File: config.mk
export PLATFORM = sky130hd
export DESIGN_NAME = adcsp_port
export DESIGN_NICKNAME = d
export VERILOG_FILES = /design/src/hdl/adcsp_pkg.sv /design/src/hdl/adcsp_edge.sv /design/src/hdl/adcsp_port.sv /design/src/hdl/adcsp_sync.sv
export SDC_FILE = /design/constraint.sdc
export NUM_CORES = 1
export LEC_CHECK = 0
export BUFFER_PORTS_ARGS = -buffer_cell sky130_fd_sc_hd__buf_2
export CAP_MARGIN = 20
export CORE_AREA = 2 2 105 97
export CTS_CLUSTER_SIZE = 20
export DETAILED_ROUTE_END_ITERATION = 12
export DIE_AREA = 0 0 107 99
export MAX_ROUTING_LAYER = met4
export PLACE_DENSITY = 0.56
export SYNTH_ARGS = -nofsm -noshare
export SYNTH_HDL_FRONTEND = slang
export SYNTH_SLANG_ARGS = --single-unit
File: constraint.sdc
create_clock -name clk -period 7.3 [get_ports clk]
set_clock_uncertainty 0.15 [all_clocks]
set_input_delay 1.46 -clock clk [delete_from_list [all_inputs] [get_ports clk]]
set_output_delay 1.46 -clock clk [all_outputs]
set_load 0.01 [all_outputs]
File: src/hdl/adcsp_pkg.sv
/*
  Constants and types for the converter serial host port.
  Assumes a single clk domain; pin inputs are synchronised before use.
*/
package adcsp_pkg;
  // ==========================================================
  // Widths
  localparam int CMD_W = 4;
  localparam int RES_W = 10;
  localparam int CNT_W = 5;
  localparam int PIN_W = 3;
  // ==========================================================
  // Pin slots in the synchroniser vector
  localparam int PIN_CS = 0;
  localparam int PIN_SCLK = 1;
  localparam int PIN_FS = 2;
  localparam logic [PIN_W-1:0] PIN_RST = 3'h5;
  // ==========================================================
  // Edge counts within a transfer
  localparam logic [2:0] CMD_EDGES = 3'h4;
  localparam logic [CNT_W-1:0] SAMPLE_EDGE = 5'h04;
  localparam logic [CNT_W-1:0] CONV_EDGE = 5'h0A;
  localparam logic [CNT_W-1:0] FRAME_EDGES = 5'h10;
  localparam logic [CNT_W-1:0] OUT_SAT = 5'h1F;
  // ==========================================================
  // Command codes
  localparam logic [CMD_W-1:0] CMD_CHAN_LAST = 4'h7;
  localparam logic [CMD_W-1:0] CMD_PWR_DOWN = 4'h8;
  localparam logic [CMD_W-1:0] CMD_FAST = 4'h9;
  localparam logic [CMD_W-1:0] CMD_SLOW = 4'hA;
  localparam logic [CMD_W-1:0] CMD_TEST_FIRST = 4'hB;
  localparam logic [CMD_W-1:0] CMD_TEST_LAST = 4'hD;
  // ==========================================================
  // Reset values
  localparam logic [CMD_W-1:0] CMD_RST = 4'h0;
  localparam logic [RES_W-1:0] RESULT_RST = 10'h000;
  // ==========================================================
  // Port state, Gray coded along idle -> transfer -> idle
  typedef enum logic [1:0] {
    ST_IDLE = 2'h0,
    ST_XFER = 2'h1
  } adcsp_state_t;
endpackage : adcsp_pkg

File: src/hdl/adcsp_edge.sv
/*
  Edge finder for a vector of synchronised levels.
  Assumes inputs are already in the clk domain.
*/
`timescale 1ns/1ns
module adcsp_edge #(
  parameter int W = 1,
  parameter logic [W-1:0] RST_VAL = '0
) (
  input wire logic clk,
  input wire logic rst_n,
  input wire logic ce,
  input wire logic [W-1:0] lvl,
  output logic [W-1:0] rise,
  output logic [W-1:0] fall
);
  typedef struct packed {
    logic [W-1:0] prev;
  } adcsp_edge_t;

  adcsp_edge_t s_r;
  adcsp_edge_t s_nxt;

  always_comb begin
    s_nxt.prev = lvl;
  end

  always_ff @(posedge clk or negedge rst_n) begin
    if (!rst_n) begin
      s_r <= RST_VAL;
    end else if (ce) begin
      s_r <= s_nxt;
    end
  end

  assign rise = lvl & ~s_r.prev;
  assign fall = s_r.prev & ~lvl;
endmodule : adcsp_edge

File: src/hdl/adcsp_port.sv
/*
  Serial host port of a 10-bit converter: command in, previous result out.
  Assumes the converter core sits outside and pulses conv_complete with
  conv_result in the clk domain; all pins are asynchronous to clk.
*/
`timescale 1ns/1ns
module adcsp_port (
  input wire logic clk,
  input wire logic rst_n,
  input wire logic ce,
  input wire logic chip_select_n,
  input wire logic serial_shift_clock,
  input wire logic serial_in_line,
  input wire logic frame_sync,
  input wire logic clock_polarity_select,
  input wire logic conv_complete,
  input wire logic [adcsp_pkg::RES_W-1:0] conv_result,
  output logic serial_out_line,
  output logic serial_out_oe,
  output logic conversion_done,
  output logic host_type_flag,
  output logic [adcsp_pkg::CMD_W-1:0] command_word,
  output logic command_valid,
  output logic sampling,
  output logic conversion_start,
  output logic power_down,
  output logic rate_slow
);
  // ==========================================================
  // State record
  typedef struct packed {
    adcsp_pkg::adcsp_state_t st;
    logic host_type;
    logic sdo;
    logic sdo_oe;
    logic done;
    logic smp;
    logic conv_start;
    logic cmd_valid;
    logic pwr_down;
    logic slow;
    logic [2:0] in_cnt;
    logic [adcsp_pkg::CNT_W-1:0] cyc_cnt;
    logic [adcsp_pkg::CNT_W-1:0] out_cnt;
    logic [adcsp_pkg::CMD_W-1:0] cmd_sh;
    logic [adcsp_pkg::CMD_W-1:0] cmd;
    logic [adcsp_pkg::RES_W-1:0] shreg;
    logic [adcsp_pkg::RES_W-1:0] result;
  } adcsp_regs_t;

  adcsp_regs_t s_r;
  adcsp_regs_t s_nxt;

  // ==========================================================
  // Pin synchronisers and edge finders
  logic [adcsp_pkg::PIN_W-1:0] pins_s;
  logic [adcsp_pkg::PIN_W-1:0] pins_rise;
  logic [adcsp_pkg::PIN_W-1:0] pins_fall;
  logic pol_s;
  logic sdi_s;

  adcsp_sync #(
    .W(adcsp_pkg::PIN_W),
    .RST_VAL(adcsp_pkg::PIN_RST)
  ) u_sync_pins (
    .clk(clk),
    .rst_n(rst_n),
    .ce(ce),
    .d({frame_sync, serial_shift_clock, chip_select_n}),
    .q(pins_s)
  );

  adcsp_sync #(
    .W(2),
    .RST_VAL(2'h2)
  ) u_sync_data (
    .clk(clk),
    .rst_n(rst_n),
    .ce(ce),
    .d({clock_polarity_select, serial_in_line}),
    .q({pol_s, sdi_s})
  );

  adcsp_edge #(
    .W(adcsp_pkg::PIN_W),
    .RST_VAL(adcsp_pkg::PIN_RST)
  ) u_edge (
    .clk(clk),
    .rst_n(rst_n),
    .ce(ce),
    .lvl(pins_s),
    .rise(pins_rise),
    .fall(pins_fall)
  );

  logic cs_fall;
  logic cs_rise;
  logic sclk_rise;
  logic sclk_fall;
  logic fs_s;
  logic in_edge;
  logic out_edge;
  logic cyc_edge;
  logic frame_open;

  // ==========================================================
  // Edge selection by host type and polarity
  function automatic logic edge_pick(input logic mode, input logic pol,
                                     input logic r, input logic f);
    edge_pick = mode ? (pol ? r : f) : (pol ? f : r);
  endfunction : edge_pick

  function automatic logic is_conv(input logic [adcsp_pkg::CMD_W-1:0] c);
    is_conv = (c <= adcsp_pkg::CMD_CHAN_LAST) ||
              (c >= adcsp_pkg::CMD_TEST_FIRST && c <= adcsp_pkg::CMD_TEST_LAST);
  endfunction : is_conv

  always_comb begin
    cs_fall = pins_fall[adcsp_pkg::PIN_CS];
    cs_rise = pins_rise[adcsp_pkg::PIN_CS];
    sclk_rise = pins_rise[adcsp_pkg::PIN_SCLK];
    sclk_fall = pins_fall[adcsp_pkg::PIN_SCLK];
    fs_s = pins_s[adcsp_pkg::PIN_FS];
    in_edge = edge_pick(s_r.host_type, pol_s, sclk_rise, sclk_fall);
    out_edge = edge_pick(s_r.host_type, 1'b0, sclk_rise, sclk_fall);
    cyc_edge = edge_pick(s_r.host_type, 1'b1, sclk_rise, sclk_fall);
    frame_open = s_r.host_type || !fs_s;
  end

  // ==========================================================
  // Next state
  always_comb begin
    s_nxt = s_r;
    s_nxt.conv_start = 1'b0;
    s_nxt.cmd_valid = 1'b0;
    if (cs_rise) begin
      s_nxt.st = adcsp_pkg::ST_IDLE;
      s_nxt.sdo_oe = 1'b0;
      s_nxt.smp = 1'b0;
    end else if (cs_fall) begin
      s_nxt.st = adcsp_pkg::ST_XFER;
      s_nxt.host_type = fs_s;
      s_nxt.sdo_oe = 1'b1;
      s_nxt.in_cnt = '0;
      s_nxt.cyc_cnt = '0;
      s_nxt.out_cnt = '0;
      s_nxt.smp = 1'b0;
      s_nxt.pwr_down = 1'b0;
      s_nxt.sdo = fs_s & s_r.result[adcsp_pkg::RES_W-1];
      s_nxt.shreg = fs_s ? {s_r.result[adcsp_pkg::RES_W-2:0], 1'b0} : s_r.result;
    end else if (s_r.st != adcsp_pkg::ST_IDLE) begin
      if (!s_r.host_type && sclk_fall && fs_s) begin
        s_nxt.in_cnt = '0;
        s_nxt.cyc_cnt = '0;
        s_nxt.out_cnt = '0;
        s_nxt.smp = 1'b0;
        s_nxt.shreg = s_r.result;
      end else begin
        if (out_edge) begin
          s_nxt.sdo = s_r.shreg[adcsp_pkg::RES_W-1];
          s_nxt.shreg = {s_r.shreg[adcsp_pkg::RES_W-2:0], 1'b0};
          if (s_r.out_cnt != adcsp_pkg::OUT_SAT) begin
            s_nxt.out_cnt = s_r.out_cnt + 5'h01;
          end
        end
        if (in_edge && frame_open && s_r.in_cnt < adcsp_pkg::CMD_EDGES) begin
          s_nxt.cmd_sh = {s_r.cmd_sh[adcsp_pkg::CMD_W-2:0], sdi_s};
          s_nxt.in_cnt = s_r.in_cnt + 3'h1;
          if (s_r.in_cnt == adcsp_pkg::CMD_EDGES - 3'h1) begin
            s_nxt.cmd = {s_r.cmd_sh[adcsp_pkg::CMD_W-2:0], sdi_s};
            s_nxt.cmd_valid = 1'b1;
          end
        end
        if (cyc_edge && frame_open && s_r.cyc_cnt < adcsp_pkg::FRAME_EDGES) begin
          s_nxt.cyc_cnt = s_r.cyc_cnt + 5'h01;
          if (s_r.cyc_cnt + 5'h01 == adcsp_pkg::SAMPLE_EDGE) begin
            s_nxt.smp = 1'b1;
          end
          if (s_r.cyc_cnt + 5'h01 == adcsp_pkg::CONV_EDGE) begin
            s_nxt.smp = 1'b0;
            if (is_conv(s_r.cmd)) begin
              s_nxt.done = 1'b0;
              s_nxt.conv_start = 1'b1;
            end else if (s_r.cmd == adcsp_pkg::CMD_PWR_DOWN) begin
              s_nxt.pwr_down = 1'b1;
            end else if (s_r.cmd == adcsp_pkg::CMD_FAST) begin
              s_nxt.slow = 1'b0;
            end else if (s_r.cmd == adcsp_pkg::CMD_SLOW) begin
              s_nxt.slow = 1'b1;
            end
          end
        end
      end
    end
    if (conv_complete && !s_r.done) begin
      s_nxt.done = 1'b1;
      s_nxt.result = conv_result;
    end
  end

  // ==========================================================
  // State register
  always_ff @(posedge clk or negedge rst_n) begin
    if (!rst_n) begin
      s_r.st <= adcsp_pkg::ST_IDLE;
      s_r.host_type <= 1'b1;
      s_r.sdo <= 1'b0;
      s_r.sdo_oe <= 1'b0;
      s_r.done <= 1'b1;
      s_r.smp <= 1'b0;
      s_r.conv_start <= 1'b0;
      s_r.cmd_valid <= 1'b0;
      s_r.pwr_down <= 1'b0;
      s_r.slow <= 1'b0;
      s_r.in_cnt <= '0;
      s_r.cyc_cnt <= '0;
      s_r.out_cnt <= '0;
      s_r.cmd_sh <= adcsp_pkg::CMD_RST;
      s_r.cmd <= adcsp_pkg::CMD_RST;
      s_r.shreg <= adcsp_pkg::RESULT_RST;
      s_r.result <= adcsp_pkg::RESULT_RST;
    end else if (ce) begin
      s_r <= s_nxt;
    end
  end

  // ==========================================================
  // Outputs
  assign serial_out_line = s_r.sdo;
  assign serial_out_oe = s_r.sdo_oe;
  assign conversion_done = s_r.done;
  assign host_type_flag = s_r.host_type;
  assign command_word = s_r.cmd;
  assign command_valid = s_r.cmd_valid;
  assign sampling = s_r.smp;
  assign conversion_start = s_r.conv_start;
  assign power_down = s_r.pwr_down;
  assign rate_slow = s_r.slow;
endmodule : adcsp_port

File: src/hdl/adcsp_sync.sv
/*
  Two-flop synchroniser for a vector of pin inputs.
  Assumes inputs are asynchronous to clk; reset value is a parameter.
*/
`timescale 1ns/1ns
module adcsp_sync #(
  parameter int W = 1,
  parameter logic [W-1:0] RST_VAL = '0
) (
  input wire logic clk,
  input wire logic rst_n,
  input wire logic ce,
  input wire logic [W-1:0] d,
  output logic [W-1:0] q
);
  typedef struct packed {
    logic [W-1:0] meta;
    logic [W-1:0] sync;
  } adcsp_sync_t;

  adcsp_sync_t s_r;
  adcsp_sync_t s_nxt;

  always_comb begin
    s_nxt.meta = d;
    s_nxt.sync = s_r.meta;
  end

  always_ff @(posedge clk or negedge rst_n) begin
    if (!rst_n) begin
      s_r <= {RST_VAL, RST_VAL};
    end else if (ce) begin
      s_r <= s_nxt;
    end
  end

  assign q = s_r.sync;
endmodule : adcsp_sync

Yosys cells after proc, flatten, opt, wreduce, memory -nomap -nowiden. Cells that the tools add are included.

Flip-flop bits (word level): 64. Bits in latches: 0. Bits in writable memories: 0. Bits in read-only memories: 0. Output and inout port bits: 13. Logic and storage cells: 152. Memories: 0.

$add $sub $neg: 3. $mul: 0. Divide/modulo/power cells: 0. Order comparisons: 5. Eq/ne operators: 12. Shift operators: 0. Mux-type cells: 54. Bitwise gates (word level): 10. Reductions and logical operators: 46.

Operators by type and width (number): two-way mux 10 bit (4); two-way mux 37 bit (1); two-way mux 35 bit (1); two-way mux 1 bit (29); two-way mux 13 bit (2); two-way mux 8 bit (3); nonzero test 2 bit (12); AND reduction 4 bit (4); AND reduction 8 bit (2); two-way mux 5 bit (3); nonzero test 3 bit (5); == test 4 bit, second input constant (3); two-way mux 3 bit (4); adder 5 x 1 -> 5 bit, second input constant (2); two-way mux 2 bit (5); AND reduction 10 bit (1); AND reduction 5 bit (2); logical AND 1 bit (8); two-way mux 4 bit (2); AND reduction 7 bit (1); inequality test 2 x 1 -> 1 bit, second input constant (3); AND reduction 6 bit (1); == test 5 x 3 -> 1 bit, second input constant (1); == test 5 x 4 -> 1 bit, second input constant (1); 19 further kinds (30).

Longest topological paths before layout.
Depth in word-level cells: 12. Gate-level depth with buffers: 9.

By module. From an unflattened synthesis, not the netlist that was laid out.

Cell total of the unflattened synthesis: 278. Area, all modules: 3126.7 µm².

Modules (own cells, without submodules): adcsp_port (times used 1, cells each 245, area an instance 2573.7 µm², seq. area each 1128.6 µm²); adcsp_sync (u_sync_pins) (times used 1, cells each 13, area an instance 256.5 µm², seq. area each 155.1 µm²); adcsp_edge (times used 1, cells each 12, area an instance 148.9 µm², seq. area each 77.6 µm²); adcsp_sync (u_sync_data) (times used 1, cells each 8, area an instance 147.6 µm², seq. area each 102.6 µm²).

Worst setup path before layout. Ideal clock, no wire load.

Kind: input-to-reg. Start point: input ce. End point: register s_r (netlist bit command_word[0]). Library setup time: 125 ps. Data arrival time: 2742 ps. Data required time: 7025 ps. Slack: 4283 ps. Stages: 6. Cell sequence: nor2b_1 > clkbuf_1 > nand2_1 > a2111o_1 > nor2_4 > mux2_2.

Longest elaborated chain between the ends: 1.

Ends and longest elaborated chain: start: declaration (line adcsp_port.sv:10) `input wire logic ce,`; AND reduction 7 bit (no line); end signal: assignment (line adcsp_port.sv:223) `s_r <= s_nxt;`; end: declaration (line adcsp_port.sv:51) `adcsp_regs_t s_r;`.

Every way passes these cells. A chain may end at the register's enable or synchronous reset.

Worst setup path in the final report.
Start point: input ce. End point: register s_r (netlist bit command_word[3]).

The elaborated chain is that of the path after synthesis.

==> results.py <==
metrics = {
    "logic_synthesis": {
        "yosysTopAreaCell": "dfrtp_1",
        "synth_edf_count": 0,
        "seq_area_frac_synth_pct": 51.3,
        "ys_types": 52,
        "syn_area_per_cell_um2": 11.2,
        "synth_cells": 250,
        "ys.flop_type": "dfrtp_1",
        "syn_area_um2": 2800,
        "syn-num-nets": 276,
        "synth_warnings": 0,
        "ys_seq_elements": 57,
        "synthTopCellsByArea": "dfrtp_1 (43%), mux2_2 (11%), dfstp_2 (8.4%)",
        "yosysTopAreaCellShare_pct": 42.9,
        "postSynth.asyncResetShare_pct": 100,
    },
    "detailed_routing": {
        "dr_total_vias": 2007,
        "wire_per_inst_um": 14.1,
        "drt_wl_total_mm": 5.76,
        "antenna_left": 0,
        "vias_per_cell": 4.91,
        "firstDrtPassIters": 5,
        "drt_iter0_drc": 134,
        "drc_errors": 0,
    },
    "power_and_ir_drop": {
        "powerDensity_nw_per_um2": 309,
        "ir_drop_uv": 156,
        "p_total_mw": 1.01,
        "p_leak_nw": 1.42,
    },
    "layout": {
        "instances_no_fill": 409,
        "diodes": 0,
        "fin_area_um2": 3270,
        "drive_gt1_share_pct": 32.9,
        "area_growth_pct": 16.7,
        "num-nets-final": 304,
    },
    "timing": {
        "max_freq_mhz": 305,
        "fin_crit_ns": 3.28,
        "hold_slack_ns": 0.336,
        "hold_viol": 0,
        "setup_viol": 0,
        "finalMaxSlewViolations": 0,
        "finalCritPeriodShare_pct": 44.9,
        "maxSlewHeadroom_pct": 30.8,
        "grt_setup_unrepaired": "false",
        "fin_tns_setup_ns": 0,
        "tightest_slew_ns": 1.04,
    },
    "floorplan": {
        "fp.dieH_um": 99,
        "ios": 32,
        "core_area_um2": 9490,
        "start_util_pct": 29.5,
        "num_rows": 34,
        "die_w_um": 107,
        "die_area_um2": 10600,
    },
    "clocking": {
        "numCtsBuffers": 9,
        "cts_setup_buffers": 0,
        "clk_path_buf_depth": 2,
        "root_buffer": "clkbuf_8",
        "cts.repair.resized": 0,
        "cts_num_sinks": 57,
        "cts_hold_buffers": 0,
        "cts_tree": "yes",
        "clock_latency_ns": 0.33,
        "clk_pin_slew_ns": 0.07,
        "htree_num_levels": 3,
    },
    "critical_path": {
        "start_kind": "primary input",
        "worstSetupPathType": "in -> reg",
        "crit_path_end_kind": "register",
        "critPathMaxFanout": 20,
        "worst_ep_arrival_time_ns": 3.35,
        "worstPathRequired_ns": 7.37,
    },
    "placed_design": {
        "port_buffers": 31,
        "place_area_um2": 3040,
        "gp_congestion": 0.799,
        "post-place-cells": 393,
        "dp_hpwl_mm": 3.99,
    },
    "global_routing": {
        "antenna_found_initial": 0,
        "grt_pass1_vias": 1889,
        "grt_overflow": 0,
        "grt_use_total_pct": 11.9,
        "grt_pass1_wl_mm": 9.71,
        "grt_max_degree": 58,
    },
    "run_status": {
        "status": "finished, final reports clean",
    },
    "run": {
        "cap_violations": 0,
    },
    "hold_path": {
        "hp-class": "reg -> reg",
    },
}
-- flip-flops by register name, summed over array words and instances, names as in the netlist --
register           flops
conversion_done        1
u_edge.s_r             2
conversion_start       1
s_r                   32
command_valid          1
u_sync_pins.q          3
command_word           4
sampling               1
u_sync_pins.s_nxt      3
host_type_flag         1
u_sync_data.s_nxt      2
rate_slow              1
serial_out_oe          1
serial_out_line        1
u_sync_data.q          2
power_down             1
-- metrics by stage --
step,setup slack [ns],util (%)
finish,4.02,34.5
global route,3.90,34.5
CTS,4.03,34.5
detailed placement,3.69,32.1
global placement,3.74,32.1
floorplan,4.28,-
-- critical path, cell delays in order --
cell and delay [ns]:
buf_2 0.33, nor2b_1 0.44, nand2_1 0.13, a2111o_1 0.45
nor2_4 0.18, mux2_2 0.35
-- layout make-up --
class	instances	area, um^2
fill	981	6220
sequential	57	1440
multi-input combinational	166	1240
timing repair buffer	32	163
tap	126	158
clock buffer	9	124
clock inverter	7	104
inverter	12	45.0
-- per-layer routing --
metal  vias to the layer above  track usage, %  routed length, um
met4                         0            3.30                 57
met5                         -               -                  0
met3                         5            3.51                282
li1                        977               -                  -
met1                       976            17.2               2930
met2                        49            16.2               2500
-- cells by family after synthesis --
| group | synth area share [%] |
|---|---|
| DFF | 51.3 |
| adders and majority gates | 3.13 |
| and+or+nand+nor | 13.1 |
| muxes | 11.7 |
| buffers and inverters | 4.47 |
| AOI/OAI and AO/OA | 16.3 |
-- worst paths after layout --
path | start | to | slack [ns] | depth (start not counted)
setup / recovery | ce | command_word[3] | 4.02 | 6
hold / removal | sampling | sampling | 0.34 | 1
setup reg to reg | u_sync_pins.q[0] | sampling | 4.64 | 7
hold reg to reg | sampling | sampling | 0.34 | 1
max in group asynchronous | rst_n | conversion_start | 5.40 | 2
min in group asynchronous | rst_n | s_r[33] | 1.10 | 2
-- power by group --
part           internal [mW]  switching, mW  leakage, nW
Clock                  0.196          0.141        0.114
Combinational         0.0989          0.101        0.611
Sequential             0.404         0.0701        0.699
Total                  0.699          0.312         1.42
-- layout by cell type (no fill, tap or decap), types with 2 or more instances in the layout --
cell / n
mux2_2: 28
a31oi_1: 4
nor3b_1: 2
o21a_1: 2
o21ai_0: 16
dfrtp_1: 48
clkbuf_8: 9
nor2_1: 15
nand3_1: 6
bufinv_16: 2
nand2b_1: 4
a41oi_1: 2
buf_2: 31
nand3b_1: 4
a21oi_1: 14
inv_1: 12
a222oi_1: 9
ha_1: 7
a21o_1: 4
and3b_2: 2
o22ai_1: 3
nand2_1: 13
clkinv_4: 4
o31ai_1: 2
o2bb2ai_1: 2
dfstp_2: 9
nor2b_1: 3
-- synth_stat cells, types with 3 or more instances --
master and number:
clkbuf_1 7, dfstp_2 9, inv_1 12, o22ai_1 3, a31oi_1 4, o21ai_0 16, buf_4 4, nand2b_1 4
a21o_1 4, a21oi_1 14, nand2_1 13, nand3b_1 4, nor2b_1 3, mux2_2 28, dfrtp_1 48, nand3_1 6
nor2_1 15, ha_1 7, a222oi_1 9
No activity file was read; power rests on OpenSTA's default activity.
